$ cat src/fsol_pkg.sv
package fsol_pkg;
  // Register indices; byte address is four times the index
  localparam logic [15:0] IDX_OPT    = 16'h1821;
  localparam logic [15:0] IDX_STAT   = 16'h1827;
  localparam logic [15:0] IDX_CFG    = 16'h1823;
  localparam logic [15:0] IDX_PROT   = 16'h1824;
  localparam logic [15:0] IDX_KEY    = 16'hffb0;
  localparam logic [15:0] IDX_NONVOLATILE_PROTECT_BYTE = 16'hffbd;
  localparam logic [15:0] IDX_NONVOLATILE_OPTION_BYTE  = 16'hffbf;
  localparam int          KEY_BYTES  = 8;
  localparam int          ADDR_W     = 18;
  // Option byte fields
  localparam int          KEY_ENABLE_POS = 7;
  localparam int          REDIRECT_POS   = 6;
  localparam int          SEC_HI_POS     = 1;
  localparam int          SEC_LO_POS     = 0;
  localparam logic [1:0]  SEC_UNSECURED  = 2'h2;
  localparam logic [7:0]  OPT_USED_MASK  = 8'hc3;
  // Config byte field
  localparam int          KEY_ACCESS_POS = 5;
  // Status fields
  localparam int          ST_SEC_POS  = 0;
  localparam int          ST_BKD_POS  = 1;
  localparam int          ST_ERS_POS  = 2;
  // Reset values until the load from flash lands
  localparam logic [7:0]  WORK_RST   = 8'hff;
  localparam logic [63:0] KEY_RST    = 64'hffffffffffffffff;

  typedef struct packed {
    logic [63:0] key;
    logic [7:0]  prot;
    logic [7:0]  opt;
  } fsol_nv_t;

  typedef struct packed {
    logic secured;
    logic ram_access_ok;
    logic vector_redirect_disable;
    logic [7:0] flash_protect;
  } fsol_status_t;

  typedef enum logic [1:0] {
    ST_LOAD = 2'b00,
    ST_RUN  = 2'b01,
    ST_CMP  = 2'b11
  } fsol_state_t;
endpackage : fsol_pkg

$ cat src/fsol_loader.sv
`timescale 1ns/1ns
//Behaviour
// [RULE1] Every reset copies nonvolatile protect and option bytes into working registers.
// [RULE2] An eight-byte backdoor compare key is held from the flash nonvolatile area.
// [RULE3] The key may unsecure memory only while the key-enable bit reads one.
// [RULE4] Key presentation accepted only from code running in secure memory.
// [RULE5] Background debug can never enter the key or start a compare.
// [RULE6] Key-enable programmed to zero disables the backdoor completely.
// [RULE7] Without key, only mass erase plus blank verify unsecures memory.
// [RULE8] Security code one-zero means unsecured after reset.
// [RULE9] While secured, RAM is closed to debug and non-secure code.
// [RULE10] Every other security code value means secured.
module fsol_loader
  import fsol_pkg::*;
(
  input  wire logic              pclk,
  input  wire logic              presetn,
  input  wire logic              psel,
  input  wire logic              penable,
  input  wire logic              pwrite,
  input  wire logic [ADDR_W-1:0] paddr,
  input  wire logic [31:0]       pwdata,
  output logic [31:0]            prdata,
  output logic                   pready,
  output logic                   pslverr,
  input  wire fsol_nv_t          nv,
  input  wire logic              bdm_master,
  input  wire logic              code_secure,
  input  wire logic              erase_blank_ok,
  output fsol_status_t           status
);
  fsol_state_t state;
  fsol_state_t next_state;
  logic [7:0]  opt_w;
  logic [7:0]  next_opt_w;
  logic [7:0]  prot_w;
  logic [7:0]  next_prot_w;
  logic [63:0] key_w;
  logic [63:0] next_key_w;
  logic [63:0] entered;
  logic [63:0] next_entered;
  logic [7:0]  got;
  logic [7:0]  next_got;
  logic        key_access;
  logic        next_key_access;
  logic        bkd_unlock;
  logic        next_bkd_unlock;
  logic        ers_unlock;
  logic        next_ers_unlock;
  logic [31:0] rdata;
  logic [31:0] next_rdata;
  logic        rerr;
  logic        next_rerr;

  logic [15:0] idx;
  logic        setup;
  logic        wr;
  logic        key_en;
  logic        secured;
  logic        key_src_ok;
  logic        key_hit;
  logic [2:0]  key_sel;

  function automatic logic is_key(input logic [15:0] i);
    is_key = (i >= IDX_KEY) && (i < IDX_KEY + 16'(KEY_BYTES));
  endfunction : is_key

  function automatic logic is_read_only(input logic [15:0] i);
    is_read_only = (i == IDX_OPT) || (i == IDX_STAT) ||
                   (i == IDX_NONVOLATILE_PROTECT_BYTE) || (i == IDX_NONVOLATILE_OPTION_BYTE);
  endfunction : is_read_only

  function automatic logic is_mapped(input logic [15:0] i);
    is_mapped = (i == IDX_CFG) || (i == IDX_PROT) || is_read_only(i) || is_key(i);
  endfunction : is_mapped

  assign idx        = paddr[ADDR_W-1:2];
  assign setup      = psel && !penable;
  assign wr         = psel && penable && pwrite && !rerr;
  assign key_en     = opt_w[KEY_ENABLE_POS];
  // Only secure-memory code, never the debug master, reaches the key
  assign key_src_ok = code_secure && !bdm_master; // [RULE4] [RULE5]
  assign key_hit    = is_key(idx);
  assign key_sel    = idx[2:0];
  // Unsecured code or a temporary unlock; anything else stays secured
  assign secured    = (state != ST_RUN && state != ST_CMP) ||
                      !((opt_w[SEC_HI_POS:SEC_LO_POS] == SEC_UNSECURED) ||
                        bkd_unlock || ers_unlock); // [RULE8] [RULE10]

  assign pready  = 1'b1;
  assign prdata  = rdata;
  assign pslverr = psel && penable && rerr;

  always_comb begin
    next_state      = state;
    next_opt_w      = opt_w;
    next_prot_w     = prot_w;
    next_key_w      = key_w;
    next_entered    = entered;
    next_got        = got;
    next_key_access = key_access;
    next_bkd_unlock = bkd_unlock;
    next_ers_unlock = ers_unlock;
    next_rdata      = rdata;
    next_rerr       = rerr;
    case (state)
      ST_LOAD: begin
        // First edge after reset release takes the nonvolatile copies
        next_opt_w  = nv.opt & OPT_USED_MASK; // [RULE1]
        next_prot_w = nv.prot; // [RULE1]
        next_key_w  = nv.key; // [RULE2]
        next_state  = ST_RUN;
      end
      ST_RUN: begin
        if (wr && idx == IDX_CFG) begin
          if (pwdata[KEY_ACCESS_POS] && key_en) begin // [RULE3] [RULE6]
            next_key_access = 1'b1;
            next_got        = 8'h00;
          end else if (!pwdata[KEY_ACCESS_POS] && key_access) begin
            next_key_access = 1'b0;
            next_state      = ST_CMP;
          end
        end
        if (wr && idx == IDX_PROT) begin
          next_prot_w = pwdata[7:0];
        end
        if (wr && key_hit && key_access) begin
          next_entered[key_sel*8 +: 8] = pwdata[7:0];
          next_got[key_sel]            = 1'b1;
        end
      end
      ST_CMP: begin
        // Compare needs all eight bytes; partial entry simply fails
        if (key_en && (&got) && entered == key_w) begin // [RULE3] [RULE6]
          next_bkd_unlock = 1'b1;
        end
        next_got   = 8'h00;
        next_state = ST_RUN;
      end
      default: begin
        next_state = ST_LOAD;
      end
    endcase
    // Erase then blank verify is the only exit with the key off
    if (erase_blank_ok && state != ST_LOAD) begin
      next_ers_unlock = 1'b1; // [RULE7]
    end
    if (setup) begin
      next_rerr  = !is_mapped(idx) || (paddr[1:0] != 2'h0);
      next_rdata = 32'h0;
      case (idx)
        IDX_OPT:    next_rdata[7:0] = opt_w;
        IDX_CFG:    next_rdata[KEY_ACCESS_POS] = key_access;
        IDX_PROT:   next_rdata[7:0] = prot_w;
        IDX_NONVOLATILE_PROTECT_BYTE: next_rdata[7:0] = nv.prot;
        IDX_NONVOLATILE_OPTION_BYTE:  next_rdata[7:0] = nv.opt;
        IDX_STAT: begin
          next_rdata[ST_SEC_POS] = secured;
          next_rdata[ST_BKD_POS] = bkd_unlock;
          next_rdata[ST_ERS_POS] = ers_unlock;
        end
        default: begin
          // Key bytes read back only while unsecured
          if (key_hit && !secured) begin
            next_rdata[7:0] = key_w[key_sel*8 +: 8];
          end
        end
      endcase
      if (pwrite) begin
        // Read-only locations, and key entry from a wrong source, refuse writes
        if (is_read_only(idx)) begin
          next_rerr = 1'b1;
        end
        if ((idx == IDX_CFG || key_hit) && !key_src_ok) begin // [RULE4] [RULE5]
          next_rerr = 1'b1;
        end
        if (key_hit && !key_access) begin
          next_rerr = 1'b1;
        end
      end
    end
  end

  always_ff @(posedge pclk or negedge presetn) begin
    if (!presetn) begin
      state      <= ST_LOAD;
      opt_w      <= WORK_RST;
      prot_w     <= WORK_RST;
      key_w      <= KEY_RST;
      entered    <= 64'h0;
      got        <= 8'h00;
      key_access <= 1'b0;
      bkd_unlock <= 1'b0;
      ers_unlock <= 1'b0;
      rdata      <= 32'h0;
      rerr       <= 1'b0;
    end else begin
      state      <= next_state;
      opt_w      <= next_opt_w;
      prot_w     <= next_prot_w;
      key_w      <= next_key_w;
      entered    <= next_entered;
      got        <= next_got;
      key_access <= next_key_access;
      bkd_unlock <= next_bkd_unlock;
      ers_unlock <= next_ers_unlock;
      rdata      <= next_rdata;
      rerr       <= next_rerr;
    end
  end

  // RAM gate combines registered security with the live code_secure and bdm_master inputs
  always_comb begin
    status.secured                 = secured;
    status.ram_access_ok           = !secured || key_src_ok; // [RULE9]
    status.vector_redirect_disable = opt_w[REDIRECT_POS];
    status.flash_protect           = prot_w;
  end
endmodule : fsol_loader

$ cat config.mk
export PLATFORM = sky130hd
export DESIGN_NAME = fsol_loader
export DESIGN_NICKNAME = d
export VERILOG_FILES = /design/src/fsol_pkg.sv /design/src/fsol_loader.sv
export SDC_FILE = /design/constraint.sdc
export NUM_CORES = 1
export LEC_CHECK = 0
export BUFFER_PORTS_ARGS = -buffer_cell sky130_fd_sc_hd__buf_4
export CORE_MARGIN = 1
export CORE_UTILIZATION = 54
export CTS_CLUSTER_DIAMETER = 50
export DETAILED_ROUTE_END_ITERATION = 6
export PLACE_DENSITY = 0.79
export SYNTH_ARGS = -nofsm -noshare
export SYNTH_HDL_FRONTEND = slang
export SYNTH_SLANG_ARGS = --single-unit
$ cat constraint.sdc
create_clock -name pclk -period 2.95 [get_ports pclk]
set_clock_uncertainty 0.2 [all_clocks]
set_input_delay 0.1475 -clock pclk [delete_from_list [all_inputs] [get_ports pclk]]
set_output_delay 0.1475 -clock pclk [all_outputs]
set_load 0.005 [all_outputs]
# After elaboration in Yosys (flattened, before gate mapping)
# Cells that the tools add are included.
[classes]
n_lt_le_gt_ge = 4
n_div = 0
multipliers = 0
shifts = 3
n_eq_ne = 16
bitwise_logic = 1
n_reduce_logical = 56
mux = 25
addsub = 1
[ops]
columns = ["op", "n"]
rows = [
  ["$bwmux W64", 1],
  ["$eq A16 B13 Y1 const B", 4],
  ["$eq A64 B64 Y1", 1],
  ["$shift A8 B34 Y64 const A", 1],
  ["$shiftx A64 B7 Y8", 1],
  ["$shiftx A8 B34 Y64", 1],
  ["$mux W8", 6],
  ["$neg A6 Y34", 1],
  ["$eq A16 B16 Y1 const B", 2],
  ["$pmux W8 S2", 2],
  ["$logic_and A1 B1 Y1", 21],
  ["$pmux W2 S5", 2],
  ["$pmux W3 S6", 1],
  ["$ge A16 B16 Y1 const B", 1],
  ["$lt A16 B16 Y1 const B", 1],
  ["$logic_or A1 B1 Y1", 12],
  ["$ne A2 B2 Y1 const B", 5],
  ["$reduce_bool A2 Y1", 5],
  ["$logic_not A1 Y1", 9],
  ["$or A8 B8 Y8", 1],
  ["$reduce_and A8 Y1", 1],
  ["$mux W1", 7],
  ["$mux W2", 3],
  ["$pmux W1 S6", 1],
  ["11 further kinds", 16],
]
[word_totals]
reg_bits = 166
mem_count = 0
latchBits = 0
out_inout_bits = 45
ramBits = 0
in_bits = 138
romBits = 0

# Logic depth before layout (Yosys ltp)
# Gate-level depths: netlist (run 1).
[depth]
depth_word = 12
mapped_depth = 9
ltp_nobuf = 8

# Worst setup path before layout (run 1)
# OpenSTA, ideal clock, no wires.
[synth_path]
path_type = "register to register"
startpoint = "reg rerr"
endpoint = "reg entered[32]"
period_less_slack_ns = 2.254
path_stages_with_launch = 8
setup_ns = 0.125
arrival_ns = 1.930
slack_ns = 0.696
required_ns = 2.625
cell_sequence = "dfrtp_1 and4b_1 and3b_1 and3_1 buf_6 nand3_4 nor4_4 mux2_2"
[synth_via]
elab_chain_cells = 5
[synth_rtl]
columns = ["item", "line_no", "rtl"]
rows = [
  ["from (decl)", "fsol_loader.sv:52", "logic rerr;"],
  ["from (signal assigned)", "fsol_loader.sv:208", "rerr <= next_rerr;"],
  ["$logic_not A1 Y1", "fsol_loader.sv:79", "assign wr = psel && penable && pwrite && !rerr;"],
  ["$logic_and A1 B1 Y1", "fsol_loader.sv:79", ""],
  ["$logic_and A1 B1 Y1 (2 in a row)", "fsol_loader.sv:127", "if (wr && key_hit && key_access) begin"],
  ["$reduce_and A2 Y1 (no line)", "-", ""],
  ["to (signal assigned)", "fsol_loader.sv:202", "entered <= next_entered;"],
  ["to (decl)", "fsol_loader.sv:40", "logic [63:0] entered;"],
]
# No other way between the ends.
# A chain may end at the register's enable or synchronous reset.

# Worst setup path in the final report (run 1)
[layout_path]
startpoint = "reg rerr"
endpoint = "reg entered[36]"
# The elaborated chain is that of the path after synthesis.

==> results of run 1 <==
cells by family (layout without fill, tap and decap cells):
group | Yosys count | after routing | synth area share
AOI/OAI and AO/OA | 139 | 139 | 0.101
xor gates and xnor gates | 64 | 64 | 0.0670
adders and majority gates | 5 | 5 | 0.00747
buffers and inverters | 63 | 298 | 0.0417
DFF | 163 | 163 | 0.499
muxes | 106 | 106 | 0.149
other | 2 | 25 | 0.000897
and+or+nand+nor | 216 | 216 | 0.134
worst reg2reg max path: cells and delay by family (launching register included):
| family | cells | cell delay (ps) |
|---|---|---|
| buf+inv | 1 | 220 |
| mux | 1 | 360 |
| flops | 1 | 390 |
| simple gates | 5 | 1300 |
what timing repair did:
item / CTS / global route
hold buffers: 102 / 0
endpoints found under the hold margin: 221 / 0
gates resized for setup: 0 / 0
placed cells by master, fill, tap and decap left out, types with 4 or more instances in the layout:
master         Yosys  routed
a32o_1             4       4
o22ai_1            9       9
xor2_1            19      19
dfrtp_1           86      86
inv_8              0       4
dlygate4sd3_1      0     102
conb_1             2      25
nand4_1           21      21
nand2b_1           8       8
nand3_1            9       9
nor4_1            11      11
buf_4             27     157
a221oi_1           4       4
o21ai_0           72      72
nor2b_1            6       6
nor3_1             9       9
ha_1               5       5
mux2_2            87      87
a21oi_1           12      12
clkbuf_16          0      17
nor2_1            14      13
xnor2_1           45      45
and2_1             5       5
mux2i_1           13      13
dfstp_2           77      77
o211ai_1           4       4
a22oi_1           11      11
mux4_2             6       6
nand2_1          107     107
routing by layer:
metal  vias up  global-route usage  part of all wire
li1       3163                   -                 -
met1      3464               0.410              0.38
met2       442               0.548              0.49
met3        90              0.0928             0.088
met4         0               0.172             0.047
met5         -                   0                 0
power groups by stage:
stage | Sequential, mW | Clock [mW] | Combinational [mW]
floorplan | 2.42 | 0 | 0.256
global placement | 2.45 | 0 | 0.521
detailed placement | 2.46 | 0 | 0.528
CTS | 2.42 | 2.23 | 0.641
global route | 2.43 | 2.33 | 0.703
finish | 2.42 | 2.21 | 0.659
flip-flops by register name (all words and copies together), names as in the netlist:
signal / cells
bkd_unlock: 1
entered: 64
ers_unlock: 1
got: 8
key_access: 1
key_w: 64
opt_w: 5
prdata: 8
prot_w: 8
rerr: 1
state: 2
area by class of cell:
class,count,share of cell area
inverter,5,0.00168
multi-input combinational,555,0.352
clock inverter,13,0.0124
clock buffer,19,0.0396
tap,188,0.0210
timing repair buffer,261,0.200
sequential,163,0.373
worst paths after layout:
check                      startpoint          end  depth (start not counted)
min                          paddr[3]       got[7]                          3
min reg2reg                 prdata[6]    prdata[6]                          2
min in group asynchronous     presetn  entered[10]                          2
max                              rerr  entered[36]                          7
max in group asynchronous     presetn     key_w[0]                          3
max reg2reg                      rerr  entered[36]                          7
through the flow:
stage               std cells  hold slack, ps  power, mW
CTS                      1204            5.01       5.29
floorplan                 781            -348       2.68
global placement         1070            10.4       2.98
detailed placement       1070            16.1       2.99
finish                   1204            30.8       5.30
global route             1204            32.9       5.46
==> impl_metrics.csv, run 1 <==
group,metric,value,unit
power,clockPowerShare,0.418,
logic_synthesis,synth-async-reset-ratio,1.00,
route,dr.pass1.iters,6,
die,fp.dieArea,16000,sq um
placement,dpl_cell_area,9580,sq um
outcome,status,"finished clean",
global_routing,grt_usage,0.335,
placement,dp_slack,384,ps
timing,grt_setup_unrepaired,"no",
finish,nNetsFinal,1146,
power,power_switching,1.38,mW
logic_synthesis,synth_ff_type,"dfrtp_1",
power,combPwrFrac,0.125,
logic_synthesis,synth_top_area_frac,0.257,
power,p_int,3.92,mW
timing,min_period,2580,ps
die,io_pins,183,
route,wl_per_cell,21.3,um
power,ir_drop,0.000627,V
worst_hold_path,min_path_type,"input pin to register",
cts,clockBufferDepth,2,
route,route.detailed.drc,0,
timing,final-setup-viol-count,0,
placement,port_buffers,133,
worst_setup_path,worstPathArrival,2700,ps
power,p_leak,4.70,nW
cts,numCtsBuffers,17,
finish,final.fill_count,1011,
global_routing,grt_max_degree,74,
route,drt-total-wl,25.7,mm
run,max_cap_violations,0,
logic_synthesis,syn_inst,758,
worst_setup_path,crit_type,"register to register",
timing,finalCritPeriodShare,0.875,
global_routing,overflow,0,
finish,drive_above_1_share,0.366,
worst_setup_path,critPathMaxFanout,8,
worst_setup_path,path_cells,"and4b_1 > and3b_1 > and3_1 > nand3_4 > nor4_4 > buf_4 > mux2_2",
route,first_iter_violations,808,
worst_setup_path,start_kind,"register",
timing,fmax,0.387,GHz
logic_synthesis,yosys_warnings,0,
logic_synthesis,synth-seq-cells,163,
worst_setup_path,path_delay_family,"simple AND/OR/NAND/NOR gates",
die,row_count,45,
worst_setup_path,required,3070,ps
finish,seq_area,4180,sq um
logic_synthesis,ys_top_cells_by_count,"107 x nand2_1, 87 x mux2_2, 86 x dfrtp_1",
finish,postLayoutCoreUtil,0.738,
die,core_area,15100,sq um
logic_synthesis,synth_cell_types,64,
timing,slew_headroom,0.538,
finish,multi_input_area,3940,sq um
power,switching_share,0.260,
power,p_per_area,474,nW/um^2
cts,clk_pin_slew,70,ps
route,viasPerCell,5.95,
cts,cts_setup_buffers,0,
die,die-width,126,um
global_routing,grt_pass1_wl,39.7,mm
timing,setup_slack,368,ps
timing,max_slew.worst_pin.slew,684,ps
logic_synthesis,yosysTopAreaCell,"dfrtp_1",
cts,ctsHtreeMaxLevel,4,
logic_synthesis,synth_edf_count,0,
die,start_util,0.553,
worst_setup_path,worstPathBufferInverterCount,1,
logic_synthesis,synth.most_common_cell,"nand2_1",
timing,tns,0,ps
global_routing,antenna_found_initial,0,
worst_setup_path,slowest_delay,410,ps
finish,area_growth,33.6,%
logic_synthesis,synthTopCellsByArea,"dfrtp_1 26%, dfstp_2 24%, mux2_2 12%, nand2_1 4.8%, xnor2_1 4.7%",
finish,final_area,11200,sq um
worst_setup_path,crit_slowest_cell,"and3_1",
cts,worstSkewPairLatency,440,ps
route,antenna_left,0,
placement,dp_hpwl,17.1,mm
logic_synthesis,syn_area,8370,sq um
cts,tritoncts,"done",
die,fp.dieH,126,um
logic_synthesis,syn_avg_cell_area,11.0,sq um
route,vias,7159,
global_routing,grt_pass1_vias,7200,
cts,clkSinkCount,163,
placement,place_congestion,0.948,
timing,drv_slew,0,
worst_setup_path,regToRegSetupSlack,370,ps
power,seqPwrFrac,0.458,
logic_synthesis,yosysSeqAreaShare,0.499,
cts,cts_root_buf,"clkbuf_16",
finish,diodes,0,
worst_setup_path,critPathCaptureType,"register",
timing,hold_viol_final,0,
No activity file was read; power rests on OpenSTA's default activity.
==> run 2: changes to the inputs <==
--- a/config.mk
+++ b/config.mk
@@ -6,11 +6,14 @@
 export NUM_CORES = 1
 export LEC_CHECK = 0
 export BUFFER_PORTS_ARGS = -buffer_cell sky130_fd_sc_hd__buf_4
+export CAP_MARGIN = 20
+export CELL_PAD_IN_SITES_DETAIL_PLACEMENT = 2
+export CELL_PAD_IN_SITES_GLOBAL_PLACEMENT = 2
 export CORE_MARGIN = 1
-export CORE_UTILIZATION = 54
+export CORE_UTILIZATION = 35
 export CTS_CLUSTER_DIAMETER = 50
 export DETAILED_ROUTE_END_ITERATION = 6
-export PLACE_DENSITY = 0.79
+export PLACE_DENSITY = 0.8
 export SYNTH_ARGS = -nofsm -noshare
 export SYNTH_HDL_FRONTEND = slang
 export SYNTH_SLANG_ARGS = --single-unit
==> constraint.sdc (replaced) <==
create_clock -name pclk -period 2.5 [get_ports pclk]
set_clock_uncertainty 0.2 [all_clocks]
set_input_delay 0.125 -clock pclk [delete_from_list [all_inputs] [get_ports pclk]]
set_output_delay 0.125 -clock pclk [all_outputs]
set_load 0.005 [all_outputs]
==> run 2 against run 1 <==
Effect of this change: routed wire length rose by 48%; largest cell class unchanged; total power rose by 25%; largest power group unchanged; register-to-register slack got worse by 310 ps; highest routed layer is now met5.
==> impl_metrics.csv, run 2 (same netlist as run 1, synthesis figures left out) <==
group,metric,value,unit
worst_setup_path,required,2660,ps
timing,tns,0,ps
cts,clk_pin_slew,70,ps
timing,min_period,2470,ps
timing,finalCritPeriodShare,0.989,
cts,cts_root_buf,"clkbuf_16",
die,fp.dieArea,24500,sq um
die,die-width,157,um
worst_setup_path,critPathCaptureType,"register",
die,io_pins,183,
worst_hold_path,min_path_cells,5,
route,antenna_left,0,
route,route.detailed.drc,0,
route,first_iter_violations,517,
power,ir_drop,0.000383,V
timing,fmax,0.404,GHz
cts,ctsHtreeMaxLevel,4,
route,viasPerCell,5.62,
timing,hold_viol_final,0,
worst_setup_path,worstPathArrival,2630,ps
timing,max_slew.worst_pin.slew,907,ps
cts,worstSkewPairLatency,430,ps
global_routing,grt_pass1_vias,8784,
finish,drive_above_1_share,0.385,
timing,setup_slack,26.6,ps
route,vias,7612,
timing,drv_slew,0,
die,row_count,56,
route,wl_per_cell,28.0,um
placement,place_congestion,0.903,
placement,dp_slack,151,ps
placement,dp_hpwl,22.7,mm
die,core_area,23500,sq um
finish,layout.cells.most_common_list,"176 x buf_4, 106 x nand2_1, 100 x dlygate4sd3_1, 87 x mux2_2, 85 x dfrtp_1",
worst_setup_path,start_kind,"input pin",
die,start_util,0.357,
worst_setup_path,crit_type,"input pin to register",
cts,numCtsBuffers,17,
placement,port_buffers,133,
die,fp.dieH,157,um
finish,area_growth,38.0,%
cts,tritoncts,"done",
worst_setup_path,critPathMaxFanout,7,
power,p_leak,4.81,nW
outcome,status,"finished clean",
global_routing,grt_pass1_wl,57.0,mm
route,dr.pass1.iters,4,
finish,top_regs,"entered: 64 flops, key_w: 64 flops",
power,p_per_area,573,nW/um^2
run,max_cap_violations,0,
global_routing,grt_max_degree,68,
worst_hold_path,min_path_type,"input pin to register",
finish,final_common_cell,"buf_4",
route,drt-total-wl,38.0,mm
timing,slew_headroom,0.390,
global_routing,grt_usage,0.322,
cts,clkSinkCount,163,
global_routing,antenna_found_initial,2,
finish,nNetsFinal,1164,
worst_setup_path,r2r_cells,7,
global_routing,overflow,0,
cts,clockBufferDepth,2,
timing,final-setup-viol-count,0,
-- run 2: changes by cell type in the layout (fill, tap and decap cells not counted), sizes merged --
cell,previous run,this run
clkinvlp,1,2
diode,0,1
dlygate4sd3,102,100
buf,159,179
inv,12,4
clkinv,4,7
clkbuf,19,21
bufinv,1,3
-- run 2: repair_timing --
| item | in CTS | in global routing |
|---|---|---|
| gates resized for setup | 0 | 6 |
| hold buffers | 100 | 0 |
| setup endpoints to repair | 0 | 5 |
| setup buffers | 0 | 2 |
| endpoints found under the hold margin | 232 | 0 |
-- run 2: layer usage --
| layer | part of all wire | GRT usage | up-vias |
|---|---|---|---|
| li1 | - | - | 3198 |
| met1 | 0.39 | 0.372 | 3968 |
| met2 | 0.51 | 0.563 | 324 |
| met3 | 0.051 | 0.0557 | 120 |
| met4 | 0.052 | 0.179 | 2 |
| met5 | 0.00024 | 0 | - |
-- run 2: through the flow --
stage                     std cells  utilization  cell area (sq um)  total power, mW  hold WS [ps]
final                          1354        0.492              11600             6.62          11.4
after global routing           1353        0.492              11500             6.78          51.4
after global placement         1219        0.421               9890             3.56         -34.9
after CTS                      1351        0.491              11500             6.54          7.81
after detailed placement       1219        0.421               9890             3.59         -40.9
after floorplan                 781            -               8460             3.16          -371
-- run 2: worst paths after layout --
path                               end  startpoint  slack, ps
min reg2reg                     got[4]      got[4]        300
min in group asynchronous   entered[0]     presetn         70
max reg2reg                entered[36]        rerr         60
max in group asynchronous    key_w[15]     presetn       1190
max                          prdata[3]    paddr[8]         30
min                          prdata[2]    paddr[5]         10
-- run 2: worst max-delay path, stage by stage --
cell and delay, ps:
buf_4 110, nand4b_2 250, buf_4 220, nor4_1 690, and2_1 350, a21oi_1 110, a31oi_1 170, dlygate4sd3_1 610
-- run 2: layout make-up --
cell class,instances,area [sq um]
inverter,5,18.8
multi-input combinational,555,3950
tap,319,399
fill,2356,11900
timing repair buffer,279,2370
clock buffer,21,480
sequential,163,4180
clock inverter,11,150
antenna,1,2.50
-- run 2: power by group --
group | leakage (nW) | switching, mW | internal (mW)
sequential | 1.98 | 0.110 | 2.77
combinational | 2.52 | 0.442 | 0.430
clock | 0.306 | 1.19 | 1.69
total | 4.81 | 1.74 | 4.88
==> run 3: changes to the inputs <==
--- a/config.mk
+++ b/config.mk
@@ -5,14 +5,15 @@
 export SDC_FILE = /design/constraint.sdc
 export NUM_CORES = 1
 export LEC_CHECK = 0
-export BUFFER_PORTS_ARGS = -buffer_cell sky130_fd_sc_hd__buf_4
 export CAP_MARGIN = 20
 export CELL_PAD_IN_SITES_DETAIL_PLACEMENT = 2
 export CELL_PAD_IN_SITES_GLOBAL_PLACEMENT = 2
 export CORE_MARGIN = 1
-export CORE_UTILIZATION = 35
+export CORE_UTILIZATION = 41
+export CTS_BUF_LIST = sky130_fd_sc_hd__clkbuf_16
 export CTS_CLUSTER_DIAMETER = 50
 export DETAILED_ROUTE_END_ITERATION = 6
+export DONT_BUFFER_PORTS = 1
 export PLACE_DENSITY = 0.8
 export SYNTH_ARGS = -nofsm -noshare
 export SYNTH_HDL_FRONTEND = slang
==> run 3 against run 2 <==
Effect of this change: the flow now finishes with violations (hold timing, setup timing); first-iteration DRC count rose by 7.2%; via count fell by 4.8%; sequential cell count did not move; global-route usage rose by 5.3 points; sequential power barely moved; sequential share of layout area rose by 4.0 points; combinational power fell by 34%; non-clock buffer count fell by 140; critical endpoint is now prdata[4]; largest cell class unchanged.
==> impl_metrics.csv, run 3 (same netlist as run 1, synthesis figures left out) <==
group,metric,value,unit
outcome,status,"complete, but fails checks",
outcome,violations,"hold timing, setup timing",
cts,cts_setup_buffers,0,
worst_setup_path,slowest_delay,630,ps
worst_setup_path,worstPathBufferInverterCount,3,
worst_setup_path,timing.rr.end,"entered[21]",
worst_setup_path,crit_cells,9,
worst_hold_path,min_path_type,"input pin to asynchronous set/reset pin",
finish,seq_area,4180,sq um
timing,setup_slack,-32.4,ps
die,io_pins,183,
worst_setup_path,crit_slowest_cell,"dlygate4sd3_1",
power,p_total,6.20,mW
route,vias,7245,
route,antenna_left,0,
timing,grt_setup_unrepaired,"yes",
cts,cts_root_buf,"clkbuf_16",
timing,max_slew.worst_pin.slew,816,ps
die,die-width,145,um
finish,layout.cells.most_common_list,"107 x nand2_1, 107 x dlygate4sd3_1, 87 x mux2_2, 86 x dfrtp_1, 77 x dfstp_2",
worst_setup_path,r2r_cells,7,
route,viasPerCell,6.25,
cts,clockBufferDepth,2,
route,dr.pass1.iters,5,
finish,final.fill_count,1900,
route,first_iter_violations,554,
worst_setup_path,critPathCaptureType,"register",
worst_setup_path,crit_type,"input pin to register",
route,route.detailed.drc,0,
finish,postLayoutCoreUtil,0.527,
worst_setup_path,start_kind,"input pin",
worst_setup_path,reg2reg_from,"rerr",
global_routing,grt_pass1_vias,8327,
power,ir_drop,0.000480,V
worst_setup_path,path_delay_family,"buffers and inverters",
die,row_count,51,
timing,final-setup-viol-count,3,
run,max_cap_violations,0,
die,fp.dieH,145,um
cts,tritoncts,"done",
die,fp.dieArea,21000,sq um
die,core_area,19700,sq um
finish,area_growth,24.2,%
worst_setup_path,required,2680,ps
global_routing,overflow,0,
timing,finalCritPeriodShare,1.01,
timing,slew_headroom,0.456,
power,p_per_area,597,nW/um^2
die,start_util,0.424,
finish,top_regs,"entered: 64 flops, key_w: 64 flops",
timing,hold_viol_final,164,
finish,multi_input_area,3960,sq um
global_routing,antenna_found_initial,1,
cts,ctsHtreeMaxLevel,4,
cts,clkSinkCount,163,
global_routing,grt_max_degree,164,
finish,drive_above_1_share,0.280,
global_routing,grt_usage,0.375,
timing,fmax,0.395,GHz
finish,nNetsFinal,1024,
route,drt-total-wl,37.1,mm
timing,whs,-849,ps
worst_setup_path,crit_top_cell,"dlygate4sd3_1",
global_routing,grt_pass1_wl,54.7,mm
worst_setup_path,critPathMaxFanout,8,
worst_setup_path,path_cells,"dlygate4sd3_1 > nand4b_2 > buf_4 > nor3_2 > nand3_1 > nor2_1 > dlygate4sd3_1 > a311oi_1 > a21oi_1",
power,p_leak,4.11,nW
worst_setup_path,regToRegSetupSlack,20,ps
cts,cts_hold_buf,108,
placement,place_congestion,0.869,
cts,numCtsBuffers,17,
worst_setup_path,worstPathArrival,2710,ps
timing,drv_slew,0,
cts,worstSkewPairLatency,460,ps
timing,min_period,2530,ps
placement,dp_hpwl,21.3,mm
cts,clk_pin_slew,80,ps
placement,port_buffers,0,
route,wl_per_cell,32.0,um
## run 3: metal layers
metal  vias up  part of all wire  track usage
li1       2907                 -            -
met1      3716              0.37        0.412
met2       448              0.49        0.635
met3       174             0.075       0.0994
met4         0             0.067        0.255
met5         -                 0            0
## run 3: area by class of cell
class                   count  area share
clock buffers              17      0.0409
multi-input cells         555       0.381
inverters                   5     0.00181
flip-flops and latches    163       0.402
repair buffers            139       0.127
well taps                 265      0.0319
diodes                      1    0.000241
clock inverters            15      0.0149
## run 3: worst max path at each step
stage	startpoint	endpoint	slack [ps]
final	paddr[7]	prdata[4]	-30
after global routing	paddr[7]	prdata[6]	-80
after CTS	paddr[4]	rerr	8
after detailed placement	rerr	entered[35]	110
after global placement	rerr	entered[38]	220
after floorplan	rerr	entered[32]	250
## run 3: stage by stage
| stage | TNS (ps) | std cells | cell area (sq um) | worst slack (ps) |
|---|---|---|---|---|
| floorplan | 0 | 781 | 8460 | 246 |
| global placement | 0 | 1019 | 8700 | 216 |
| finish | -54.2 | 1160 | 10400 | -32.4 |
| detailed placement | 0 | 1019 | 8700 | 108 |
| CTS | 0 | 1159 | 10400 | 8.04 |
| global route | -272 | 1160 | 10400 | -84.2 |
## run 3: power by group
group | switching [mW] | internal, mW | total (mW)
clock | 1.26 | 1.48 | 2.74
combinational | 0.296 | 0.282 | 0.578
sequential | 0.114 | 2.77 | 2.88
## run 3: timing repair
item                                   in CTS  in global routing
resized for setup                           0                 15
setup endpoints to repair                   0                 68
endpoints found under the hold margin     323                163
